--- src/rtl/caf_pkg.sv ---
// Package for the CAN acceptance filter control block.
// Assumes a 32-bit APB slave and sixteen filters in four registers.
package caf_pkg;

   // ==========================================================
   // Register map
   localparam logic [15:0] CAF_OFS_CTRL_0_TO_3 = 16'h10c0;
   localparam logic [15:0] CAF_OFS_CTRL_4_TO_7 = 16'h10d0;
   localparam logic [15:0] CAF_OFS_CTRL_8_TO_11 = 16'h10e0;
   localparam logic [15:0] CAF_OFS_CTRL_12_TO_15 = 16'h10f0;
   localparam logic [3:0] CAF_ALIAS_WRITE = 4'h0;
   localparam logic [3:0] CAF_ALIAS_CLR = 4'h4;
   localparam logic [3:0] CAF_ALIAS_SET = 4'h8;
   localparam logic [3:0] CAF_ALIAS_INV = 4'hc;
   localparam logic [31:0] CAF_RESET_VALUE = 32'h0000_0000;

   // ==========================================================
   // Per-filter field layout within its byte
   localparam int CAF_FILTER_BITS = 8;
   localparam int CAF_FILTERS_PER_REG = 4;
   localparam int CAF_EN_POS = 7;
   localparam int CAF_MASK_LSB = 5;
   localparam int CAF_MASK_W = 2;
   localparam int CAF_FIFO_LSB = 0;
   localparam int CAF_FIFO_W = 5;

   typedef enum logic [1:0] {
      CAF_OP_WRITE,
      CAF_OP_CLR,
      CAF_OP_SET,
      CAF_OP_INV
   } caf_op_e;

   typedef struct packed {
      logic filter_active_bit;
      logic [CAF_MASK_W-1:0] mask_choice;
      logic [CAF_FIFO_W-1:0] target_fifo_choice;
   } caf_filter_s;

   typedef struct packed {
      logic [15:0] paddr;
      logic pwrite;
      logic [31:0] pwdata;
   } caf_apb_req_s;

endpackage : caf_pkg

--- src/rtl/caf_filter_ctrl.sv ---
// APB register block for sixteen CAN acceptance filter controls.
// Assumes APB3 master on mclk_i; filter settings go to the compare logic.
//
// Added by the designer: the APB slave port.
`timescale 1ns/1ns

// Function
// - Enable bit one makes filter take part
// - Two-bit code picks acceptance mask zero-three
// - Five-bit code picks destination FIFO 0-31
// - Selectors writable only while filter disabled
// - Even filter: enable 7, mask 6:5, FIFO 4:0
// - Odd filter: enable 15, mask 14:13, FIFO 12:8
// - Clear, set, invert aliases at 4/8/C
module caf_filter_ctrl
#(
   parameter int NUM_REGS = 4
)
(
   input wire logic mclk_i,
   input wire logic nrst_i,
   input wire logic psel_i,
   input wire logic penable_i,
   input wire logic pwrite_i,
   input wire logic [15:0] paddr_i,
   input wire logic [31:0] pwdata_i,
   output logic [31:0] prdata_o,
   output logic pready_o,
   output logic pslverr_o,
   output logic [4*NUM_REGS-1:0] filter_active_o,
   output logic [2*4*NUM_REGS-1:0] mask_choice_o,
   output logic [5*4*NUM_REGS-1:0] target_fifo_choice_o
);
   localparam int NF = caf_pkg::CAF_FILTERS_PER_REG * NUM_REGS;
   localparam int FB = caf_pkg::CAF_FILTER_BITS;

   initial
   begin
      if (NUM_REGS != 4)
         $error("caf_filter_ctrl: NUM_REGS must be 4");
   end

   // ==========================================================
   // Address decode
   caf_pkg::caf_apb_req_s req;
   assign req = '{paddr: paddr_i, pwrite: pwrite_i, pwdata: pwdata_i};

   wire logic [15:0] base_addr = {req.paddr[15:4], 4'h0};
   wire logic [3:0] alias_addr = req.paddr[3:0];
   wire logic hit0 = base_addr == caf_pkg::CAF_OFS_CTRL_0_TO_3;
   wire logic hit1 = base_addr == caf_pkg::CAF_OFS_CTRL_4_TO_7;
   wire logic hit2 = base_addr == caf_pkg::CAF_OFS_CTRL_8_TO_11;
   wire logic hit3 = base_addr == caf_pkg::CAF_OFS_CTRL_12_TO_15;
   wire logic [3:0] reg_hit = {hit3, hit2, hit1, hit0};
   wire logic alias_ok = (alias_addr == caf_pkg::CAF_ALIAS_WRITE) || (alias_addr == caf_pkg::CAF_ALIAS_CLR)
                         || (alias_addr == caf_pkg::CAF_ALIAS_SET) || (alias_addr == caf_pkg::CAF_ALIAS_INV);
   wire logic mapped = (|reg_hit) && alias_ok;
   wire logic setup = psel_i && !penable_i;
   // Reads of alias addresses return the plain register
   wire logic acc_wr = psel_i && penable_i && pready_o && req.pwrite && mapped && !pslverr_o;

   caf_pkg::caf_op_e op;
   assign op = (alias_addr == caf_pkg::CAF_ALIAS_CLR) ? caf_pkg::CAF_OP_CLR :
               (alias_addr == caf_pkg::CAF_ALIAS_SET) ? caf_pkg::CAF_OP_SET :
               (alias_addr == caf_pkg::CAF_ALIAS_INV) ? caf_pkg::CAF_OP_INV : caf_pkg::CAF_OP_WRITE;

   // ==========================================================
   // Filter storage
   logic [8*NF-1:0] flat;
   wire logic [1:0] reg_idx = {hit3 | hit2, hit3 | hit1};
   wire logic [31:0] cur_word = flat[32*reg_idx +: 32];
   logic [31:0] new_word;

   always_comb
   begin
      case (op)
         caf_pkg::CAF_OP_CLR: new_word = cur_word & ~req.pwdata;
         caf_pkg::CAF_OP_SET: new_word = cur_word | req.pwdata;
         caf_pkg::CAF_OP_INV: new_word = cur_word ^ req.pwdata;
         default: new_word = req.pwdata;
      endcase
   end

   // Four filter bytes per word: bytes 0/1 low half, 2/3 upper half
   genvar gi;
   generate
      for (gi = 0; gi < NF; gi++)
      begin : g_slot
         localparam int RI = gi / caf_pkg::CAF_FILTERS_PER_REG;
         localparam int BI = gi % caf_pkg::CAF_FILTERS_PER_REG;
         wire logic slot_wr = acc_wr && reg_hit[RI];
         caf_pkg::caf_filter_s fs;

         caf_filter_slot u_slot
         (
            .mclk_i(mclk_i),
            .nrst_i(nrst_i),
            .wr_i(slot_wr),
            .new_i(new_word[FB*BI +: FB]),
            .cur_o(flat[FB*gi +: FB])
         );

         assign fs = caf_pkg::caf_filter_s'(flat[FB*gi +: FB]);

         // Outputs registered so compare logic sees flop-driven settings
         always_ff @(posedge mclk_i or negedge nrst_i)
         begin
            if (!nrst_i)
            begin
               filter_active_o[gi] <= 1'b0;
               mask_choice_o[2*gi +: 2] <= 2'h0;
               target_fifo_choice_o[5*gi +: 5] <= 5'h00;
            end
            else
            begin
               filter_active_o[gi] <= fs.filter_active_bit;
               mask_choice_o[2*gi +: 2] <= fs.mask_choice;
               target_fifo_choice_o[5*gi +: 5] <= fs.target_fifo_choice;
            end
         end
      end
   endgenerate

   // ==========================================================
   // APB response: no wait states, data and error ready at access
   always_ff @(posedge mclk_i or negedge nrst_i)
   begin
      if (!nrst_i)
      begin
         pready_o <= 1'b0;
         pslverr_o <= 1'b0;
         prdata_o <= 32'h0000_0000;
      end
      else
      begin
         pready_o <= setup;
         pslverr_o <= setup && !mapped;
         prdata_o <= (setup && mapped && !req.pwrite) ? cur_word : 32'h0000_0000;
      end
   end

endmodule : caf_filter_ctrl

--- src/rtl/caf_filter_slot.sv ---
// One filter's control byte: enable, mask choice and FIFO choice.
// Assumes the caller has already formed the intended new byte value.
`timescale 1ns/1ns
module caf_filter_slot
(
   input wire logic mclk_i,
   input wire logic nrst_i,
   input wire logic wr_i,
   input wire logic [7:0] new_i,
   output logic [7:0] cur_o
);
   // ==========================================================
   // Guarded update
   logic [7:0] cur_q;
   logic [7:0] cur_d;
   wire logic locked = cur_q[caf_pkg::CAF_EN_POS];
   wire logic [7:0] guard_mask = locked ? (8'h01 << caf_pkg::CAF_EN_POS) : 8'hff;

   // Selectors frozen while active; the enable bit itself always writable
   assign cur_d = wr_i ? ((new_i & guard_mask) | (cur_q & ~guard_mask)) : cur_q;

   always_ff @(posedge mclk_i or negedge nrst_i)
   begin
      if (!nrst_i)
         cur_q <= caf_pkg::CAF_RESET_VALUE[7:0];
      else
         cur_q <= cur_d;
   end

   assign cur_o = cur_q;
endmodule : caf_filter_slot

--- config.mk ---
export PLATFORM = sky130hd
export DESIGN_NAME = caf_filter_ctrl
export DESIGN_NICKNAME = d
export VERILOG_FILES = /design/src/rtl/caf_pkg.sv /design/src/rtl/caf_filter_ctrl.sv /design/src/rtl/caf_filter_slot.sv
export SDC_FILE = /design/constraint.sdc
export NUM_CORES = 1
export LEC_CHECK = 0
export ABC_AREA = 1
export BUFFER_PORTS_ARGS = -buffer_cell sky130_fd_sc_hd__clkbuf_2
export CAP_MARGIN = 15
export CORE_MARGIN = 3
export CORE_UTILIZATION = 35
export CTS_CLUSTER_SIZE = 12
export DETAILED_ROUTE_END_ITERATION = 8
export GPL_TIMING_DRIVEN = 0
export PLACE_DENSITY = 0.57
export SYNTH_ARGS = -nofsm -noshare
export SYNTH_HDL_FRONTEND = slang
export SYNTH_HIERARCHICAL = 1
export SYNTH_SLANG_ARGS = --single-unit
--- constraint.sdc ---
create_clock -name mclk_i -period 1.88 [get_ports mclk_i]
set_input_delay 0.376 -clock mclk_i [delete_from_list [all_inputs] [get_ports mclk_i]]
set_output_delay 0.376 -clock mclk_i [all_outputs]
set_load 0.02 [all_outputs]
# ---- Word level (Yosys, flattened, before mapping)
# Cells that the tools add are included.
dict set report totals {
  reg_bits 290
  wordCells 192
}
dict set report classes {
  n_eq_ne 10
  shift 1
  mux 21
  n_bitwise 70
  n_reduce_logical 23
}
# operator n
set ops {}
lappend ops {{$and A8 B8 Y8} 32}
lappend ops {{$not A8 Y8} 16}
lappend ops {{$or A8 B8 Y8} 16}
lappend ops {{$shiftx A128 B8 Y32} 1}
lappend ops {{$mux W7} 16}
lappend ops {{$pmux W32 S3} 1}
lappend ops {{$eq A12 B9 Y1 const B} 4}
lappend ops {{$and A32 B32 Y32} 1}
lappend ops {{$mux W32} 1}
lappend ops {{$not A32 Y32} 1}
lappend ops {{$or A32 B32 Y32} 1}
lappend ops {{$xor A32 B32 Y32} 1}
lappend ops {{$logic_and A1 B1 Y1} 14}
lappend ops {{$eq A4 B4 Y1 const B} 2}
lappend ops {{$mux W2} 3}
lappend ops {{$eq A2 B2 Y1 const B} 2}
lappend ops {{$eq A4 B3 Y1 const B} 1}
lappend ops {{$logic_not A1 Y1} 4}
lappend ops {{$logic_not A4 Y1} 1}
lappend ops {{$reduce_or A4 Y1} 1}
lappend ops {{$logic_or A1 B1 Y1} 3}
lappend ops {{$eq A2 B1 Y1 const B} 1}
lappend ops {{$or A1 B1 Y1} 2}

# ---- Longest topological paths before layout
# Gate-level depths: netlist of the first run.
dict set report depth {
  word_depth 8
  depth_mapped 17
  depth_no_buf 15
}

# ---- Cells and area by module
# The synthesis of the first run kept the hierarchy.
# module instances cells_per_inst area_per_inst_um2 seq_area_each_um2
set by_module_without_submodules {}
lappend by_module_without_submodules {caf_filter_ctrl 1 866 8461.9 4053.9}
lappend by_module_without_submodules {caf_filter_slot 16 34 322.8 200.2}

# ---- Worst setup path before layout of the first run
# No wires, ideal clock.
dict set report synth_path {
  path_type {input -> register}
  start {input port paddr_i[11]}
  end {register (tool-made name)}
  setup_time_ns 0.066
  t_arrival_ns 2.036
  setup_slack_ns -0.222
  cell_stages 15
  path_buffers 2
  cell_sequence {nor2_2 > nand2_2 > nor2_8 > buf_12 > buf_12 > nand3_2 > nand2_1 > nand2_2 > nand2_2 > inv_2 > ha_1 > or2_2 > o2111ai_1 > nand3_1 > nand2_1}
}
# element line
set synth_rtl {}
lappend synth_rtl {{start, declared} caf_filter_ctrl.sv:25} ;# input wire logic [15:0] paddr_i,

==> results of run 1 <==
routing by layer:
| layer | vias to the layer above | wire length (um) | GRT usage |
|---|---|---|---|
| li1 | 5031 | - | - |
| met1 | 5057 | 18500 | 0.268 |
| met2 | 299 | 20100 | 0.334 |
| met3 | 69 | 2380 | 0.0369 |
| met4 | 8 | 995 | 0.0457 |
| met5 | - | 55 | 0 |
layout make-up:
| class | count | area, um^2 | area share |
|---|---|---|---|
| multi-input combinational | 900 | 6110 | 0.345 |
| antenna | 2 | 5.00 | 0.000282 |
| tap | 511 | 639 | 0.0361 |
| inverter | 163 | 624 | 0.0352 |
| clock buffer | 40 | 840 | 0.0474 |
| sequential | 290 | 7260 | 0.409 |
| buffer | 57 | 677 | 0.0382 |
| timing repair buffer | 242 | 1470 | 0.0829 |
| clock inverter | 10 | 110 | 0.00621 |
final timing paths:
path,from,depth (start not counted),slack [ns],to
worst max-delay path,paddr_i[7],13,0.03,flip-flop
worst min-delay path,penable_i,2,0.04,pready_o
worst max register to register,pslverr_o,8,0.08,flip-flop
worst min register to register,flip-flop,0,0.40,target_fifo_choice_o[60]
max in group asynchronous,nrst_i,3,0.52,asynchronous set/reset pin
min in group asynchronous,nrst_i,2,0.39,mask_choice_o[20]
stage by stage:
stage | instance area, um^2 | total power (uW) | worst slack, ns | hold WS, ns
2_1_floorplan | 14100 | 6670 | -0.111 | 0.0804
3_3_place_gp | 15800 | 7000 | -5.61 | 0.390
3_5_place_dp | 15900 | 7030 | -0.947 | 0.390
4_1_cts | 17000 | 12900 | -0.00914 | 0.00308
5_1_grt | 17700 | 13300 | -0.0477 | 0.0172
6_report | 17700 | 12800 | 0.0275 | 0.0370
kinds of logic after synthesis:
| kind of cell | count (synthesis) | synth area share |
|---|---|---|
| and+or+nand+nor | 755 | 0.282 |
| adders and majority gates | 64 | 0.0588 |
| AOI/OAI and AO/OA | 81 | 0.0456 |
| buffers and inverters | 220 | 0.0813 |
| DFF | 290 | 0.533 |
cell usage after synthesis (7+ instances only):
| cell | n | share of area |
|---|---|---|
| nor2_1 | 7 | 0.0019 |
| nand3_1 | 160 | 0.059 |
| o2111ai_1 | 24 | 0.015 |
| or2_2 | 24 | 0.011 |
| nand3_2 | 59 | 0.043 |
| inv_2 | 39 | 0.011 |
| nand2_1 | 413 | 0.11 |
| nand2_2 | 63 | 0.029 |
| inv_1 | 123 | 0.034 |
| buf_4 | 7 | 0.0039 |
| buf_6 | 24 | 0.020 |
| ha_1 | 64 | 0.059 |
| nand2_4 | 16 | 0.013 |
| o21ai_0 | 16 | 0.0059 |
| o22ai_1 | 8 | 0.0037 |
| a21oi_2 | 31 | 0.020 |
| clkbuf_1 | 12 | 0.0033 |
| dfrtp_1 | 290 | 0.53 |
| buf_2 | 8 | 0.0029 |
cells in the final DEF (no fill, tap or decap), types with 3 or more instances in the layout:
cell type / n
or2_4: 19
clkbuf_16: 36
o22ai_1: 8
nand3_1: 130
clkbuf_2: 212
clkbuf_1: 14
ha_4: 9
nand3_2: 85
o21ai_1: 6
ha_1: 53
dfrtp_1: 290
nand2_2: 63
a21oi_2: 31
buf_6: 24
clkbuf_8: 4
o2111ai_2: 4
inv_1: 119
o21ai_0: 11
nor3_4: 3
buf_8: 7
inv_2: 41
nand2_1: 407
nor2_4: 9
buf_2: 3
clkinv_2: 5
buf_12: 15
nand2_4: 22
o2111ai_4: 20
nand3_4: 5
buf_4: 20
or2_2: 5
critical path, cell delays in order:
cell       delay [ns]
buf_4            0.12
nand2_4          0.08
nor2_4           0.19
buf_6            0.15
buf_12           0.14
buf_12           0.15
nand3_2          0.10
nand3_4          0.12
nand2_4          0.06
ha_1             0.31
o2111ai_4        0.34
nand3_2          0.12
nand2_1          0.09
power by group through the flow:
stage	Clock [uW]	Sequential, uW	Combinational [uW]
after floorplan	0	6360	310
after global placement	0	6360	638
after detailed placement	0	6360	670
after CTS	5960	6250	694
after global routing	6250	6240	856
final	5750	6250	789
timing repair:
item                                   in CTS  in global routing
gates resized for setup                    27                 99
setup buffers                               2                 17
pin swaps                                   1                 25
setup endpoints to repair                 128                123
endpoints found under the hold margin      64                  0
hold buffers                                2                  0
gates cloned                                0                  5
==> impl_metrics.csv, run 1 <==
group,metric,value,unit
route,drt_pass1_iterations,5,
cells_and_area,fin_cells,2215,
power_and_ir_drop,peakVddDrop,631,uV
placement,place.gp.congestion,0.820,
critical_path,end_kind,"flip-flop",
clock_network,clkSinkCount,290,
clock_network,clockBufferDepth,3,
global_routing,grt_pass1_wl,62500,um
clock_network,cts_made_buffers,31,
timing,hold_violations,0,
yosys,yosysUniqueCellTypes,33,
global_routing,grt_max_degree,116,
critical_path,critPathKind,"in2reg",
timing,fmax,0.540,GHz
power_and_ir_drop,p_sw,2890,uW
power_and_ir_drop,pwr-share-clk,0.450,
power_and_ir_drop,p_seq_frac,0.489,
clock_network,clk_latency,0.56,ns
global_routing,antenna_found_initial,6,
cells_and_area,fin_nets,1802,
yosys,synth-edff-count,0,
clock_network,htree_num_levels,1,
placement,port-buffer-count,214,
floorplanning,io_pins,215,
timing,post-route-period-util,0.985,
yosys,syn_nets,1527,
route,vias_per_cell,4.72,
power_and_ir_drop,p_sw_frac,0.226,
critical_path,arrival,2.35,ns
placement,dp_hpwl,30200,um
floorplanning,core,38000,um^2
timing,tns,0,ns
power_and_ir_drop,power_frac_comb,0.062,
timing,finalSetupViolCount,0,
route,first_iter_violations,675,
cells_and_area,area_growth,30.1,%
power_and_ir_drop,powerDensity,721,nW/um^2
yosys,ys_seq_elements,290,
timing,worst_pin_slew,0.743,ns
critical_path,worstSetupStartpointType,"primary input",
yosys,async_flop_share,1.00,
timing,finalClockSkew,0.00918,ns
critical_path,required,2.38,ns
status,status,"finished, final reports clean",
route,ant_nets,0,
yosys,synthFlopType,"dfrtp_1",
yosys,yosysSeqAreaShare,0.533,
route,num_vias,10500,
yosys,ys_warn_count,6,
power_and_ir_drop,p_int,9890,uW
clock_network,cts.root.buffer_cell,"clkbuf_16",
yosys,avgSynthCellArea,9.66,um^2
global_routing,track_usage,0.199,
hold_path,holdCritPathClass,"in2reg",
clock_network,cts.clk_slew.worst_paths,0.06,ns
cells_and_area,drive_gt1_frac,0.387,
global_routing,grt_pass1_vias,10500,
global_routing,grt-ovfl-total,0,
yosys,netlist_instances,1410,
critical_path,path_max_fanout,10,
timing,rsz0062_at_grt,"true",
cells_and_area,fillers,3735,
timing,final.min_clock_period,1.85,ns
floorplanning,start_util,0.358,
timing,timing.final.max_slew_violations,0,
floorplanning,dieArea,41300,um^2
power_and_ir_drop,p_leak,0.00943,uW
placement,placedCellCount,2137,
route,post_drt_wl_per_cell,19.0,um
floorplanning,die_h,203,um
floorplanning,dieWidth,203,um
clock_network,tritoncts,"done",
cells_and_area,fin_util,0.466,
route,route.detailed.drc,0,
floorplanning,num_rows,71,
job,maxCapViolations,0,
yosys,syn_area,13600,um^2
timing,relSlewSlack,0.505,
route,finalWirelength,42100,um
Power figures use the tool's default switching activity.
==> run 2, diff against run 1 <==
- CTS_BUF_LIST: unset -> sky130_fd_sc_hd__clkbuf_2
==> impl_metrics.csv, run 2 (synthesis results as in run 1) <==
group,metric,value,unit
status,status,"complete, but fails checks",
status,violations,"setup timing",
global_routing,grt_pass1_wl,64100,um
placement,placedCellCount,2137,
route,vias_per_cell,4.67,
floorplanning,dieWidth,203,um
clock_network,cts.root.buffer_cell,"clkbuf_2",
route,finalWirelength,42500,um
clock_network,clk_latency,0.95,ns
timing,finalClockSkew,0.0516,ns
route,drt_pass1_iterations,5,
critical_path,worstSetupStartpointType,"flip-flop",
cells_and_area,fin_cells,2311,
hold_path,holdCritPathClass,"in2reg",
critical_path,worst-r2r-cell-count,8,
timing,hold_slack,0.102,ns
cells_and_area,fin_util,0.476,
global_routing,track_usage,0.205,
critical_path,critPathKind,"reg2out",
clock_network,clkSinkCount,290,
route,first_iter_violations,699,
cells_and_area,area_growth,32.7,%
route,ant_nets,0,
clock_network,clockBufferDepth,3,
power_and_ir_drop,peakVddDrop,322,uV
placement,port-buffer-count,214,
floorplanning,die_h,203,um
hold_path,min-delay-start,"paddr_i[3]",
route,post_drt_wl_per_cell,18.4,um
cells_and_area,final-seq-area,7260,um^2
critical_path,path_max_fanout,1,
timing,relSlewSlack,0.208,
cells_and_area,final_common_cell,"nand2_1",
power_and_ir_drop,p_leak,0.00965,uW
global_routing,grt-ovfl-total,0,
floorplanning,io_pins,215,
global_routing,grt_max_degree,116,
critical_path,rrSetupSlack,0.08,ns
floorplanning,num_rows,71,
timing,rsz0062_at_grt,"true",
timing,hold_violations,0,
clock_network,cts_made_buffers,76,
timing,worst_pin_slew,1.19,ns
timing,timing.final.max_slew_violations,0,
power_and_ir_drop,powerDensity,600,nW/um^2
timing,final.min_clock_period,1.89,ns
critical_path,arrival,1.52,ns
critical_path,end_kind,"output pin",
route,num_vias,10800,
placement,dp_hpwl,30200,um
timing,post-route-period-util,1.01,
critical_path,critPathSlowestCell,"dfrtp_1",
global_routing,antenna_found_initial,4,
critical_path,path_cells,"buf_6",
floorplanning,dieArea,41300,um^2
floorplanning,core,38000,um^2
critical_path,critPathMaxStageDelay,0.43,ns
critical_path,r2r_start,"pslverr_o",
floorplanning,start_util,0.358,
timing,finalSetupViolCount,3,
critical_path,crit_buf_inv,1,
timing,layout_setup_ws,-0.0112,ns
timing,tns,-0.0248,ns
critical_path,required,1.50,ns
placement,place.gp.congestion,0.820,
timing,fmax,0.529,GHz
cells_and_area,fillers,3720,
hold_path,hold_depth,6,
cells_and_area,multi_input_area,5770,um^2
cells_and_area,drive_gt1_frac,0.373,
cells_and_area,layout_common_cells,"411 x nand2_1, 290 x dfrtp_1, 169 x buf_6, 152 x clkbuf_2, 150 x nand3_1",
global_routing,grt_pass1_vias,11100,
cells_and_area,fin_nets,1870,
critical_path,path_delay_family,"flip-flops",
route,route.detailed.drc,0,
clock_network,tritoncts,"done",
critical_path,startpoint,"prdata_o[0]",
clock_network,htree_num_levels,3,
job,maxCapViolations,0,
clock_network,cts.clk_slew.worst_paths,0.09,ns
==> run 2: cell types whose count changed in the layout (fill, tap and decap cells not counted), sizes merged <==
cell | before | now
buf | 71 | 211
dlygate4sd3 | 2 | 40
diode | 2 | 6
inv | 163 | 162
clkinvlp | 1 | 0
clkbuf | 266 | 169
bufinv | 2 | 0
clkinv | 7 | 22
==> run 2: cell type report <==
type,instances,area share
antenna,6,0.000830
buffer,57,0.0296
clock buffer,98,0.0271
clock inverter,21,0.00457
inverter,163,0.0344
multi-input combinational,900,0.319
sequential,290,0.401
tap,511,0.0354
timing repair buffer,265,0.148
==> run 2: worst max-delay path by stage <==
stage	slack, ns	end	cells past startpoint
2_1_floorplan	-0.11	flip-flop	14
3_3_place_gp	-5.61	target_fifo_choice_o[25]	1
3_5_place_dp	-0.95	flip-flop	14
4_1_cts	-0.13	target_fifo_choice_o[21]	1
5_1_grt	-0.17	target_fifo_choice_o[21]	1
6_report	-0.01	prdata_o[0]	1
==> run 2: timing repair <==
action	4_1_cts	5_1_grt
gates resized for setup	36	463
pin swaps	1	3
setup endpoints to repair	290	280
hold buffers	40	0
gates cloned	0	0
setup buffers	2	7
hold endpoints to repair	447	0
==> run 2: power by group <==
| group | internal (uW) | leakage [uW] | switching [uW] | total, uW |
|---|---|---|---|---|
| sequential | 6230 | 0.00388 | 2.10 | 6240 |
| clock | 1400 | 0.000447 | 2460 | 3860 |
| combinational | 254 | 0.00532 | 496 | 751 |
==> run 2: metrics by stage <==
| stage | instance area [um^2] | worst slack (ns) | total power (uW) |
|---|---|---|---|
| floorplan | 14100 | -0.111 | 6670 |
| global placement | 15800 | -5.61 | 7000 |
| detailed placement | 15900 | -0.947 | 7030 |
| CTS | 17000 | -0.133 | 11100 |
| global route | 18100 | -0.173 | 11500 |
| finish | 18100 | -0.0112 | 10800 |
==> run 2: routing by layer <==
metal	track usage	wire length, um	part of all wire
met5	0	7	0.00016
met4	0.0710	1080	0.025
met3	0.0447	2200	0.052
met2	0.337	20600	0.48
met1	0.270	18700	0.44
==> run 3, diff against run 2 <==
- CORE_MARGIN: 3 -> 5
- GPL_TIMING_DRIVEN: 0 -> unset
==> impl_metrics.csv, run 3 (synthesis results as in run 1) <==
group,metric,value,unit
critical_path,path_cells,"nand2_2, nor3_2, buf_4, nand3_4, buf_6, nor2_4, buf_6, buf_12, buf_6, nand3_1, nand2_1",
route,route.detailed.drc,0,
clock_network,tritoncts,"done",
critical_path,path_delay_family,"buffers and inverters",
global_routing,antenna_found_initial,2,
floorplanning,num_rows,72,
clock_network,clockBufferDepth,3,
global_routing,grt_pass1_vias,12100,
floorplanning,start_util,0.353,
route,vias_per_cell,4.76,
power_and_ir_drop,peakVddDrop,344,uV
timing,hold_slack,0.132,ns
global_routing,grt_pass1_wl,68900,um
cells_and_area,fin_nets,1948,
placement,placedCellCount,2223,
timing,hold_violations,0,
clock_network,cts.root.buffer_cell,"clkbuf_2",
cells_and_area,layout_common_cells,"405 x nand2_1, 290 x dfrtp_1, 158 x clkbuf_2, 158 x buf_6, 149 x nand3_1",
floorplanning,dieArea,43000,um^2
clock_network,cts_made_buffers,76,
placement,dp_hpwl,29800,um
global_routing,grt-ovfl-total,0,
critical_path,critPathSlowestCell,"dfrtp_1",
critical_path,r2r_start,"pready_o",
critical_path,crit_buf_inv,5,
placement,port-buffer-count,214,
route,first_iter_violations,561,
critical_path,path_max_fanout,6,
global_routing,track_usage,0.202,
route,drt_pass1_iterations,5,
status,violations,"setup timing",
timing,finalSetupViolCount,4,
route,post_drt_wl_per_cell,18.3,um
floorplanning,die_h,207,um
timing,layout_setup_ws,-0.00437,ns
critical_path,rrSetupSlack,-0.004,ns
critical_path,worstSetupStartpointType,"flip-flop",
floorplanning,dieWidth,207,um
global_routing,grt_max_degree,43,
floorplanning,core,38600,um^2
cells_and_area,drive_gt1_frac,0.414,
critical_path,critPathMaxStageDelay,0.41,ns
critical_path,critPathKind,"reg2reg",
route,finalWirelength,43900,um
cells_and_area,area_growth,40.0,%
route,num_vias,11400,
power_and_ir_drop,p_leak,0.0101,uW
timing,timing.final.max_slew_violations,0,
timing,post-route-period-util,1.00,
hold_path,holdCritPathClass,"in2async",
clock_network,htree_num_levels,3,
floorplanning,io_pins,215,
cells_and_area,final_common_cell,"nand2_1",
placement,pre_cts_slack,-0.588,ns
critical_path,startpoint,"pready_o",
clock_network,clk_latency,0.95,ns
critical_path,critPathMostFrequentCell,"buf_6",
job,maxCapViolations,0,
power_and_ir_drop,powerDensity,591,nW/um^2
timing,finalClockSkew,0.0947,ns
timing,fmax,0.531,GHz
clock_network,clkSinkCount,290,
timing,worst_pin_slew,0.426,ns
cells_and_area,fin_cells,2403,
status,status,"complete, but fails checks",
timing,rsz0062_at_grt,"true",
critical_path,end_kind,"flip-flop",
route,ant_nets,0,
timing,relSlewSlack,0.716,
critical_path,arrival,2.68,ns
timing,final.min_clock_period,1.88,ns
critical_path,required,2.68,ns
clock_network,cts.clk_slew.worst_paths,0.12,ns
power_and_ir_drop,total_power,11300,uW
placement,place.gp.congestion,0.818,
## run 3: area by class of cell
| type | instances | area [um^2] |
|---|---|---|
| sequential | 290 | 7260 |
| inverter | 163 | 622 |
| tap | 518 | 648 |
| clock inverter | 23 | 116 |
| clock buffer | 107 | 536 |
| fill | 3657 | 19500 |
| timing repair buffer | 400 | 4070 |
| multi-input combinational | 900 | 5820 |
| antenna | 2 | 5.00 |
## run 3: per-layer routing
metal  GRT usage  share of wire
met5           0              0
met4      0.0741          0.021
met3      0.0465          0.058
met2       0.336           0.49
met1       0.259           0.43
## run 3: repair_timing
item | CTS | global route
setup endpoints to repair | 175 | 193
hold buffers | 38 | 0
resized for setup | 22 | 480
pin swaps | 1 | 3
setup buffers | 2 | 5
endpoints found under the hold margin | 447 | 0
cloned | 2 | 1
## run 3: path summary, 6_finish.rpt
check	endpoint	cells past startpoint
max reg2reg	flip-flop	11
min in group mclk_i	flip-flop	7
max in group asynchronous	target_fifo_choice_o[14]	3
max	flip-flop	11
min	target_fifo_choice_o[31]	3
min reg2reg	target_fifo_choice_o[31]	0
## run 3: per-stage QoR
| step | cell area (um^2) | setup TNS [ns] | utilization |
|---|---|---|---|
| 2_1_floorplan | 14100 | -7.35 | - |
| 5_1_grt | 19100 | -8.91 | 0.495 |
| 3_3_place_gp | 16700 | -53.29 | 0.434 |
| 3_5_place_dp | 16700 | -58.24 | 0.434 |
| 6_report | 19100 | -0.00953 | 0.495 |
| 4_1_cts | 18000 | -9.91 | 0.466 |
## run 3: tightest hold or removal path, stage by stage
cell and delay [ns]:
dlygate4sd3_1 0.56, buf_8 0.24, buf_4 0.26
## run 3: power breakdown
part | total (uW) | switching (uW) | leakage (uW) | internal, uW
registers | 6240 | 2.33 | 0.00388 | 6230
logic | 810 | 504 | 0.00571 | 306
clock network | 4220 | 2570 | 0.000503 | 1660
total | 11300 | 3070 | 0.0101 | 8200
